`src/inc/osptmr_pkg.sv`:
```
/*
 One-shot pulse timer package: register offsets, field positions,
 reset values, mode codes and bundled output types.
 Assumes a 32-bit APB slave with word-aligned registers.
*/
package osptmr_pkg;
   localparam logic [7:0] CTL0_OFF = 8'h00;
   localparam logic [7:0] CTL1_OFF = 8'h04;
   localparam logic [7:0] IOC0_OFF = 8'h08;
   localparam logic [7:0] IOC1_OFF = 8'h0C;
   localparam logic [7:0] IOC2_OFF = 8'h10;
   localparam logic [7:0] OPT0_OFF = 8'h14;
   localparam logic [7:0] CCR0_OFF = 8'h18;
   localparam logic [7:0] CCR1_OFF = 8'h1C;
   localparam logic [7:0] CCR2_OFF = 8'h20;
   localparam logic [7:0] CCR3_OFF = 8'h24;
   localparam logic [7:0] CNT_OFF = 8'h28;
   localparam logic [7:0] STAT_OFF = 8'h2C;
   localparam int CTL0_RUN_POS = 7;
   localparam int CTL1_SWTRG_POS = 6;
   localparam int CTL1_MD_LSB = 0;
   localparam logic [2:0] MODE_ONESHOT = 3'h3;
   localparam logic [2:0] MODE_EXTTRIG = 3'h2;
   localparam logic [15:0] CNT_PARK = 16'hFFFF;
   localparam logic [15:0] CNT_ZERO = 16'h0000;
   localparam logic [7:0] CTL0_RST = 8'h00;
   localparam logic [7:0] CTL1_RST = 8'h00;
   localparam logic [7:0] IOC0_RST = 8'h00;
   localparam logic [7:0] IOC2_RST = 8'h00;
   localparam logic [15:0] CCR_RST = 16'h0000;
   localparam int SYNC_STAGES = 3;

   typedef struct packed {
      logic [3:0] pin;
      logic period_irq;
      logic [2:0] chan_irq;
   } osptmr_out_t;
endpackage : osptmr_pkg

```
`src/verilog/osptmr_top.sv`:
```
/*
 One-shot pulse timer with a period channel and three delay channels,
 APB register slave, external/software trigger, four output pins.
 Assumes one 40 MHz clock, asynchronous active-low reset and that
 the trigger and event pins are asynchronous.
*/
//
// Contract
// - Late trigger after period match restarts count
// - Ext mode early trigger suppresses period irq, restarts
// - Ext mode channel irq on match cycle
// - Mode 011 enters one-shot; run waits
// - Trigger moves FFFF to 0000, pulse starts
// - Pulse done: park FFFF, wait again
// - Triggers during pulse are ignored in one-shot mode
// - Channel asserts at its compare value
// - Channel active until period match inclusive
// - Period irq on count after match
// - Channel irq in match cycle
// - Trigger: pin edge or software bit
// - Channel 0 active while counting
// - Enable and level bit per channel
// - Edge select register, upper nibble zero
// - Counter readback returns live count
// - Compare writes reach shadows immediately
// - Lowered compares: wrap, then match
// - Capture edge and option regs ignored
`timescale 1ns/1ps
module osptmr_top
#(
   parameter int CNT_W = 16
)
(
   input wire logic clock,
   input wire logic rst_n,
   input wire logic psel,
   input wire logic penable,
   input wire logic pwrite,
   input wire logic [7:0] paddr,
   input wire logic [31:0] pwdata,
   output logic [31:0] prdata,
   output logic pready,
   output logic pslverr,
   input wire logic trigger_pin,
   input wire logic event_pin,
   output osptmr_pkg::osptmr_out_t tmr_out
);
   initial
   begin
      if (CNT_W != 16)
         $error("osptmr_top supports a 16-bit counter only");
   end

   typedef enum logic [1:0] {
      OSPTMR_WAIT = 2'b01,
      OSPTMR_RUN = 2'b10
   } osptmr_state_t;

   osptmr_state_t state_reg;
   logic [7:0] ctl0_reg, ctl1_reg, ioc0_reg, ioc1_reg, ioc2_reg, opt0_reg;
   logic [15:0] ccr_reg [4];
   logic [15:0] cnt_reg;
   logic [6:0] pre_reg;
   logic trig_d_reg, evt_d_reg;
   logic [3:0] act_reg;
   logic trig_lvl, evt_lvl;

   osptmr_sync u_trig_sync
   (
      .clock(clock),
      .rst_n(rst_n),
      .pin(trigger_pin),
      .level(trig_lvl)
   );
   osptmr_sync u_evt_sync
   (
      .clock(clock),
      .rst_n(rst_n),
      .pin(event_pin),
      .level(evt_lvl)
   );

   // Bus decode
   wire acc_wr = psel && penable && pwrite;
   wire hit_ctl0 = paddr == osptmr_pkg::CTL0_OFF;
   wire hit_ctl1 = paddr == osptmr_pkg::CTL1_OFF;
   wire hit_ioc0 = paddr == osptmr_pkg::IOC0_OFF;
   wire hit_ioc1 = paddr == osptmr_pkg::IOC1_OFF;
   wire hit_ioc2 = paddr == osptmr_pkg::IOC2_OFF;
   wire hit_opt0 = paddr == osptmr_pkg::OPT0_OFF;
   wire hit_cnt = paddr == osptmr_pkg::CNT_OFF;
   wire hit_stat = paddr == osptmr_pkg::STAT_OFF;
   wire [3:0] hit_ccr = {paddr == osptmr_pkg::CCR3_OFF,
      paddr == osptmr_pkg::CCR2_OFF, paddr == osptmr_pkg::CCR1_OFF,
      paddr == osptmr_pkg::CCR0_OFF};
   wire hit_any = hit_ctl0 | hit_ctl1 | hit_ioc0 | hit_ioc1 | hit_ioc2
      | hit_opt0 | hit_cnt | hit_stat | (|hit_ccr);

   // Control fields
   wire run_bit = ctl0_reg[osptmr_pkg::CTL0_RUN_POS];
   wire [2:0] clk_sel = ctl0_reg[2:0];
   wire [2:0] mode = ctl1_reg[osptmr_pkg::CTL1_MD_LSB +: 3];
   wire one_shot = mode == osptmr_pkg::MODE_ONESHOT;
   wire ext_mode = mode == osptmr_pkg::MODE_EXTTRIG;
   wire active_mode = one_shot || ext_mode;

   // Shadows track registers directly, so writes take effect at once
   wire [15:0] per_cmp = ccr_reg[0];
   wire sw_trig = acc_wr && hit_ctl1
      && pwdata[osptmr_pkg::CTL1_SWTRG_POS];

   // Edge select: 00 none, 01 rising, 10 falling, 11 both
   wire [1:0] trg_es = ioc2_reg[1:0];
   wire [1:0] evt_es = ioc2_reg[3:2];
   wire trg_rise = trig_lvl && !trig_d_reg;
   wire trg_fall = !trig_lvl && trig_d_reg;
   wire ext_trig = (trg_es[0] && trg_rise) || (trg_es[1] && trg_fall);
   wire trig = ext_trig || sw_trig;
   wire evt_tick = (evt_es[0] && evt_lvl && !evt_d_reg)
      || (evt_es[1] && !evt_lvl && evt_d_reg);

   // Prescaler: fclk/2^sel for sel 0..6, external events for sel 7
   wire [6:0] pre_next = pre_reg + 7'h01;
   wire [7:0] pre_mask = 8'(8'h01 << clk_sel) - 8'h01;
   wire div_tick = ({1'b0, pre_reg} & pre_mask) == 8'(pre_mask);
   wire cnt_tick = (clk_sel == 3'h7) ? evt_tick : div_tick;

   wire running = state_reg == OSPTMR_RUN;
   wire tick_run = running && run_bit && cnt_tick;
   wire cnt_match0 = cnt_reg == per_cmp;
   wire [15:0] cnt_inc = cnt_reg + 16'h0001;

   // Pins and irqs follow the counter's next value, so they change
   // with the count itself despite the output flops.
   // A trigger after the period irq or in its cycle
   // restarts the count; only external mode does so.
   wire ext_retrig = ext_mode && running && run_bit && trig;
   wire stop_now = tick_run && cnt_match0 && one_shot;
   wire start = !running && trig && run_bit && active_mode;
   wire per_irq_now = tick_run && cnt_match0
      && !ext_retrig;

   logic [2:0] ch_irq;
   always_comb
   begin
      for (int k = 1; k < 4; k++)
         ch_irq[k-1] = (tick_run && !ext_retrig && !stop_now
            && cnt_inc == ccr_reg[k])
            || ((start || ext_retrig) && ccr_reg[k] == 16'h0000);
   end

   // Next counter value
   logic [15:0] cnt_next;
   always_comb
   begin
      cnt_next = cnt_reg;
      if (!run_bit || !active_mode)
         cnt_next = osptmr_pkg::CNT_PARK;
      else if (start || ext_retrig)
         cnt_next = osptmr_pkg::CNT_ZERO;
      else if (stop_now)
         cnt_next = osptmr_pkg::CNT_PARK;
      else if (running && cnt_tick)
         cnt_next = cnt_inc; // wraps through FFFF
   end

   // Channel activity: set at own compare, clear after period match
   logic [3:0] act_next;
   always_comb
   begin
      act_next = act_reg;
      act_next[0] = running;
      for (int k = 1; k < 4; k++)
      begin
         if (!running)
            act_next[k] = 1'b0;
         if (tick_run && cnt_match0)
            act_next[k] = 1'b0;
         if (tick_run && cnt_inc == ccr_reg[k])
            act_next[k] = 1'b1;
         if (ext_retrig && ccr_reg[k] == 16'h0000)
            act_next[k] = 1'b1;
      end
      if (!run_bit)
         act_next = 4'h0;
      if (start || ext_retrig)
      begin
         act_next[0] = 1'b1;
         for (int k = 1; k < 4; k++)
            act_next[k] = ccr_reg[k] == 16'h0000 || (ext_retrig && act_reg[k]);
      end
      if (stop_now)
         act_next = 4'h0;
   end

   // Pin levels: enable bit even, level bit odd
   logic [3:0] pin_next;
   always_comb
   begin
      // Disabled channel 0 drives its level bit
      pin_next[0] = ioc0_reg[0] ? act_next[0] : ioc0_reg[1];
      for (int k = 1; k < 4; k++)
         pin_next[k] = ioc0_reg[2*k] ? (act_next[k] ^ ioc0_reg[2*k+1])
            : 1'b0;
   end

   // State register; triggers while running leave the state unchanged
   osptmr_state_t state_next;
   always_comb
   begin
      state_next = state_reg;
      unique case (state_reg)
         OSPTMR_WAIT:
            if (start)
               state_next = OSPTMR_RUN;
         OSPTMR_RUN:
            if (!run_bit || !active_mode || stop_now)
               state_next = OSPTMR_WAIT;
         default:
            state_next = OSPTMR_WAIT;
      endcase
   end

   always_ff @(posedge clock or negedge rst_n)
   begin
      if (!rst_n)
      begin
         state_reg <= OSPTMR_WAIT;
         cnt_reg <= osptmr_pkg::CNT_PARK;
         pre_reg <= 7'h00;
         act_reg <= 4'h0;
         trig_d_reg <= 1'b0;
         evt_d_reg <= 1'b0;
      end
      else
      begin
         state_reg <= state_next;
         cnt_reg <= cnt_next;
         pre_reg <= running ? pre_next : 7'h00;
         act_reg <= act_next;
         trig_d_reg <= trig_lvl;
         evt_d_reg <= evt_lvl;
      end
   end

   // Outputs registered
   always_ff @(posedge clock or negedge rst_n)
   begin
      if (!rst_n)
         tmr_out <= '0;
      else
      begin
         tmr_out.pin <= pin_next;
         tmr_out.period_irq <= per_irq_now;
         tmr_out.chan_irq <= ch_irq;
      end
   end

   // Register writes at the access phase; capture and option regs are
   // stored for readback but steer nothing
   always_ff @(posedge clock or negedge rst_n)
   begin
      if (!rst_n)
      begin
         ctl0_reg <= osptmr_pkg::CTL0_RST;
         ctl1_reg <= osptmr_pkg::CTL1_RST;
         ioc0_reg <= osptmr_pkg::IOC0_RST;
         ioc1_reg <= 8'h00;
         ioc2_reg <= osptmr_pkg::IOC2_RST;
         opt0_reg <= 8'h00;
         for (int m = 0; m < 4; m++)
            ccr_reg[m] <= osptmr_pkg::CCR_RST;
      end
      else if (acc_wr)
      begin
         if (hit_ctl0)
            ctl0_reg <= pwdata[7:0];
         if (hit_ctl1)
            ctl1_reg <= {1'b0, 1'b0, pwdata[5:0]}; // trigger bit self-clears
         if (hit_ioc0)
            ioc0_reg <= pwdata[7:0];
         if (hit_ioc1)
            ioc1_reg <= pwdata[7:0];
         if (hit_ioc2)
            ioc2_reg <= {4'h0, pwdata[3:0]};
         if (hit_opt0)
            opt0_reg <= pwdata[7:0];
         for (int m = 0; m < 4; m++)
            if (hit_ccr[m])
               ccr_reg[m] <= pwdata[15:0];
      end
   end

   // Read mux
   logic [31:0] rd_mux;
   always_comb
   begin
      rd_mux = 32'h0000_0000;
      if (hit_ctl0)
         rd_mux = {24'h0, ctl0_reg};
      if (hit_ctl1)
         rd_mux = {24'h0, ctl1_reg};
      if (hit_ioc0)
         rd_mux = {24'h0, ioc0_reg};
      if (hit_ioc1)
         rd_mux = {24'h0, ioc1_reg};
      if (hit_ioc2)
         rd_mux = {24'h0, ioc2_reg};
      if (hit_opt0)
         rd_mux = {24'h0, opt0_reg};
      if (hit_cnt)
         rd_mux = {16'h0, cnt_reg};
      if (hit_stat)
         rd_mux = {30'h0, running, !running};
      for (int m = 0; m < 4; m++)
         if (hit_ccr[m])
            rd_mux = {16'h0, ccr_reg[m]};
   end

   // No wait state: answer ready in the access phase's first cycle
   always_ff @(posedge clock or negedge rst_n)
   begin
      if (!rst_n)
      begin
         pready <= 1'b0;
         prdata <= 32'h0000_0000;
         pslverr <= 1'b0;
      end
      else
      begin
         pready <= psel && !penable;
         pslverr <= psel && !penable && !hit_any;
         prdata <= (psel && !penable && !pwrite) ? rd_mux : 32'h0000_0000;
      end
   end

   AST_START_ZERO: assert property (@(posedge clock) disable iff (!rst_n)
      start |=> cnt_reg == 16'h0000 && state_reg == OSPTMR_RUN)
      else $error("start did not clear counter");
   AST_STOP_PARK: assert property (@(posedge clock) disable iff (!rst_n)
      stop_now && run_bit |=> cnt_reg == 16'hFFFF
      && state_reg == OSPTMR_WAIT)
      else $error("counter did not park");
   AST_IGNORE_TRIG: assert property (@(posedge clock) disable iff (!rst_n)
      running && one_shot && trig && run_bit && !stop_now
      |=> state_reg == OSPTMR_RUN
      && cnt_reg == ($past(cnt_tick) ? $past(cnt_inc)
      : $past(cnt_reg)))
      else $error("trigger disturbed running pulse");
   AST_WAIT_HOLD: assert property (@(posedge clock) disable iff (!rst_n)
      !running && !trig |=> cnt_reg == 16'hFFFF)
      else $error("counter moved while waiting");
   AST_CH_IRQ: assert property (@(posedge clock) disable iff (!rst_n)
      ch_irq[0] |=> tmr_out.chan_irq[0]
      && act_reg[1])
      else $error("channel irq not with assert");
   AST_PER_IRQ: assert property (@(posedge clock) disable iff (!rst_n)
      tick_run && cnt_match0 && !ext_retrig
      |=> tmr_out.period_irq
      && (!$past(one_shot) || state_reg == OSPTMR_WAIT))
      else $error("period irq missing");
   AST_SUPPRESS: assert property (@(posedge clock) disable iff (!rst_n)
      ext_retrig |=> !tmr_out.period_irq && cnt_reg == 16'h0000)
      else $error("retrigger not handled");
   AST_CH0_RUN: assert property (@(posedge clock) disable iff (!rst_n)
      ioc0_reg[0] && running && run_bit && !stop_now
      |=> tmr_out.pin[0])
      else $error("channel 0 not active while running");
endmodule : osptmr_top

```
`src/verilog/osptmr_sync.sv`:
```
/*
 Three-flop synchroniser with agreement filter for one pin.
 Assumes the pin is asynchronous to clock.
*/
`timescale 1ns/1ps
module osptmr_sync
(
   input wire logic clock,
   input wire logic rst_n,
   input wire logic pin,
   output logic level
);
   logic [2:0] sh_reg;

   always_ff @(posedge clock or negedge rst_n)
   begin
      if (!rst_n)
         sh_reg <= 3'h0;
      else
         sh_reg <= {sh_reg[1:0], pin};
   end

   // First stage is only read by the second
   always_ff @(posedge clock or negedge rst_n)
   begin
      if (!rst_n)
         level <= 1'b0;
      else if (sh_reg[1] == sh_reg[2])
         level <= sh_reg[2];
   end
endmodule : osptmr_sync

```
`config.mk`:
```
export PLATFORM = sky130hd
export DESIGN_NAME = osptmr_top
export DESIGN_NICKNAME = d
export VERILOG_FILES = /design/src/inc/osptmr_pkg.sv /design/src/verilog/osptmr_top.sv /design/src/verilog/osptmr_sync.sv
export SDC_FILE = /design/constraint.sdc
export NUM_CORES = 1
export LEC_CHECK = 0
export BUFFER_PORTS_ARGS = -buffer_cell sky130_fd_sc_hd__buf_2
export CAP_MARGIN = 10
export CORE_UTILIZATION = 55
export CTS_CLUSTER_SIZE = 8
export DETAILED_ROUTE_END_ITERATION = 8
export PLACE_DENSITY = 0.78
export SLEW_MARGIN = 20
export SYNTH_ARGS = -nofsm -noshare
export SYNTH_HDL_FRONTEND = slang
export SYNTH_SLANG_ARGS = --single-unit
export TNS_END_PERCENT = 30
```
`constraint.sdc`:
```
create_clock -name clock -period 3.34 [get_ports clock]
set_clock_uncertainty 0.2 [all_clocks]
set_input_delay 1.002 -clock clock [delete_from_list [all_inputs] [get_ports clock]]
set_output_delay 1.002 -clock clock [all_outputs]
set_load 0.02 [all_outputs]
```
==> summary.md <==
• antenna violations before repair: 0
• tightest hold margin: 0.1562 ns
• Static Leak: 5.484 nW
• final weighted congestion in routability-driven placement: 0.9617
• total clock sinks: 169
• Total Die Area: 18490 sq um
• ys flop type: sky130_fd_sc_hd__dfrtp_1
• Area Overhead vs Synth: 17.29%
• register area share after synthesis: 0.4305
• Worst Setup End Kind: flop
• final count of negative-setup-slack endpoints: 0
• DPL Wire Length: 21.73 mm
• floorplan core area: 17420 sq um
• status: complete, no violations
• Max Fclk: 299.9 MHz
• Max clock buf depth: 2
• Worst path slowest cell: sky130_fd_sc_hd__or4_4
• Setup CP Type: flop to flop
• Tightest Pin Transition: 0.7055 ns
• per-instance average area after synthesis: 10.11 sq um
• largest net degree at the start of global routing: 77
• cts bufs inserted: 17
• # DRC: 0
• final std cell area, no fill: 11580 sq um
• async set-or-reset flop fraction in the synthesized netlist: 1.000
• CTS Root Cell: sky130_fd_sc_hd__clkbuf_16
• peak supply drop: 0.3548 mV
• startpoint type of the worst setup path: flop
• total global-route track usage: 0.3432
• remaining antenna violation count: 0
• flip-flop count of the largest register, all copies and words added: 48
• cell chain of the critical path: ha_4, nand4_1, or4_4, xor2_1, o22a_1, nand4b_1, or4b_4, a32oi_1, o211ai_1
• Post-Syn Area: 9873 sq um
• initial core utilization: 0.5669
• number of different library cells in the post-synthesis netlist: 87
• delay of the slowest cell on the worst path: 0.66 ns
• most used cells in the layout excluding fill and tap cells: sky130_fd_sc_hd__dfrtp_1, sky130_fd_sc_hd__mux2_2, sky130_fd_sc_hd__buf_4
• synth warn: 0
• Worst Path Required: 3.45 ns
• routed wirelength normalized by instance count: 23.15 um
• setup repair after global routing missed its margin: yes
• antenna diode count: 0
• portion of the clock cycle consumed by the worst path in the final layout: 0.9983
• Cells after Synth: 977
• final total negative setup slack: 0 ns
• crit path buf inv count: 0
• cts hold-fix bufs: 0
• Maximum Capacitance Violations: 0
• synthesis-stage register bit count: 169
• Clock transition at path regs: 0.07 ns
• Final Net Count: 1136
• via count: 8870
• Max transition margin: 0.5260
• fraction of the core area covered by cells at the end of the flow: 0.6649
• Port Buf Inserts: 56
• DIE HEIGHT: 136.0 um
• worst-skew pair later-pin latency: 0.44 ns
• fraction of layout instances using a drive strength above 1: 0.3194
• number of hold violations in the final report: 0
• violation count after the first detailed-routing iteration: 1311
• CTS tree: built
• Tmin final: 3.334 ns
• sum of routed wire length over all layers: 30.65 mm
• CP Data Arrival Time: 3.44 ns
• critical-path maximum fanout: 5
• first-pass GRT wire length: 47.23 mm
• ratio of total power to cell area: 382.1 nW/um^2
• leading cell type in the layout, fill and taps excluded: sky130_fd_sc_hd__dfrtp_1
• via count of the first global-routing pass: 8469
• number of enable-type register cells in the synthesized netlist: 0
• die width: 136.0 um
• Rows: 48
• number of H-tree levels: 4
• I/O pins: 89
• detailed-routing iteration count for the pre-antenna-repair pass: 6
• area after detailed placement: 10860 sq um
• family of cells with the greatest summed delay on the critical path: simple AND/OR/NAND/NOR gates
• detailed-route vias per instance: 6.699
• global route total overflow: 0
• max-slew violation count: 0
• class of the tightest hold or removal check: flop to flop
-- layer usage --
metal  vias to the layer above  part of all wire  global-route usage
met5                         -                 0                   0
met4                         0             0.037              0.1537
met3                       115              0.11             0.08538
met2                       628              0.45              0.5193
met1                      4331              0.40              0.4658
li1                       3796                 -                   -
-- stage by stage --
| step | instances | setup WS, ns | power (mW) |
|---|---|---|---|
| 2_1_floorplan | 992 | 0.02468 | 2.276 |
| 3_3_place_gp | 1291 | -0.04543 | 2.394 |
| 3_5_place_dp | 1291 | -0.1126 | 2.400 |
| 4_1_cts | 1322 | 0.01108 | 4.407 |
| 5_1_grt | 1324 | -0.03109 | 4.518 |
| 6_report | 1324 | 0.005582 | 4.424 |
-- area by class of cell --
class / instances / area (sq um)
multi-input cells: 735 / 5365
clock buffers: 20 / 466.7
inverters: 12 / 45.04
repair buffers: 152 / 1036
fillers: 1355 / 5837
flip-flops and latches: 169 / 4250
well taps: 225 / 281.5
clock inverters: 11 / 135.1
-- cells in the mapped netlist, drive strengths merged, types with 9 or more instances --
master	number	area, sq um
a21oi	48	240.2
and3	12	75.07
buf	36	220.2
clkbuf	40	150.1
dfrtp	152	3804
dfstp	17	446.7
inv	12	45.04
mux2	115	1295
mux2i	10	100.1
nand2	92	345.3
nand3	26	135.1
nand4	18	118.9
nor2	49	183.9
nor2b	18	112.6
nor3	18	90.09
nor4	26	196.4
o21ai	39	195.2
o221ai	13	113.9
o22ai	12	75.07
or3	9	56.30
xnor2	42	375.4
xor2	29	261.5
-- power breakdown --
part / total, mW / switching, mW / internal, mW / leakage [nW]
clock network: 2.05 / 0.879 / 1.17 / 0.292
logic: 0.263 / 0.172 / 0.0902 / 2.92
registers: 2.11 / 0.0338 / 2.08 / 2.27
-- cells by family after synthesis --
kind of cell,Yosys count,share of synthesized area
XOR/XNOR,73,0.06907
buffers and inverters,88,0.04207
adder cells (fa/ha/maj),4,0.004562
multiplexers,125,0.1413
AND/OR/NAND/NOR,321,0.1744
other,1,0.0003798
flip-flops,169,0.4305
AO/OA/AOI/OAI,196,0.1378
-- timing repair --
item                                    CTS  global route
pin swaps                                 2            14
endpoints found under the setup margin    2             5
resized for setup                         1            17
endpoints found under the hold margin     0             0
buffers inserted                          0             2
-- path summary, 6_finish.rpt --
path / end / cells past startpoint / startpoint / slack, ns
max: tmr_out[5] / 9 / cnt_reg[0] / 0.006
min: u_evt_sync.sh_reg[1] / 0 / u_evt_sync.sh_reg[0] / 0.16
max reg2reg: tmr_out[5] / 9 / cnt_reg[0] / 0.006
min reg2reg: u_evt_sync.sh_reg[1] / 0 / u_evt_sync.sh_reg[0] / 0.16
max in group asynchronous: ccr_reg[41] / 2 / rst_n / 1.96
min in group asynchronous: ctl1_reg[4] / 1 / rst_n / 0.26
Note: power is estimated with default switching activity, not from simulation.
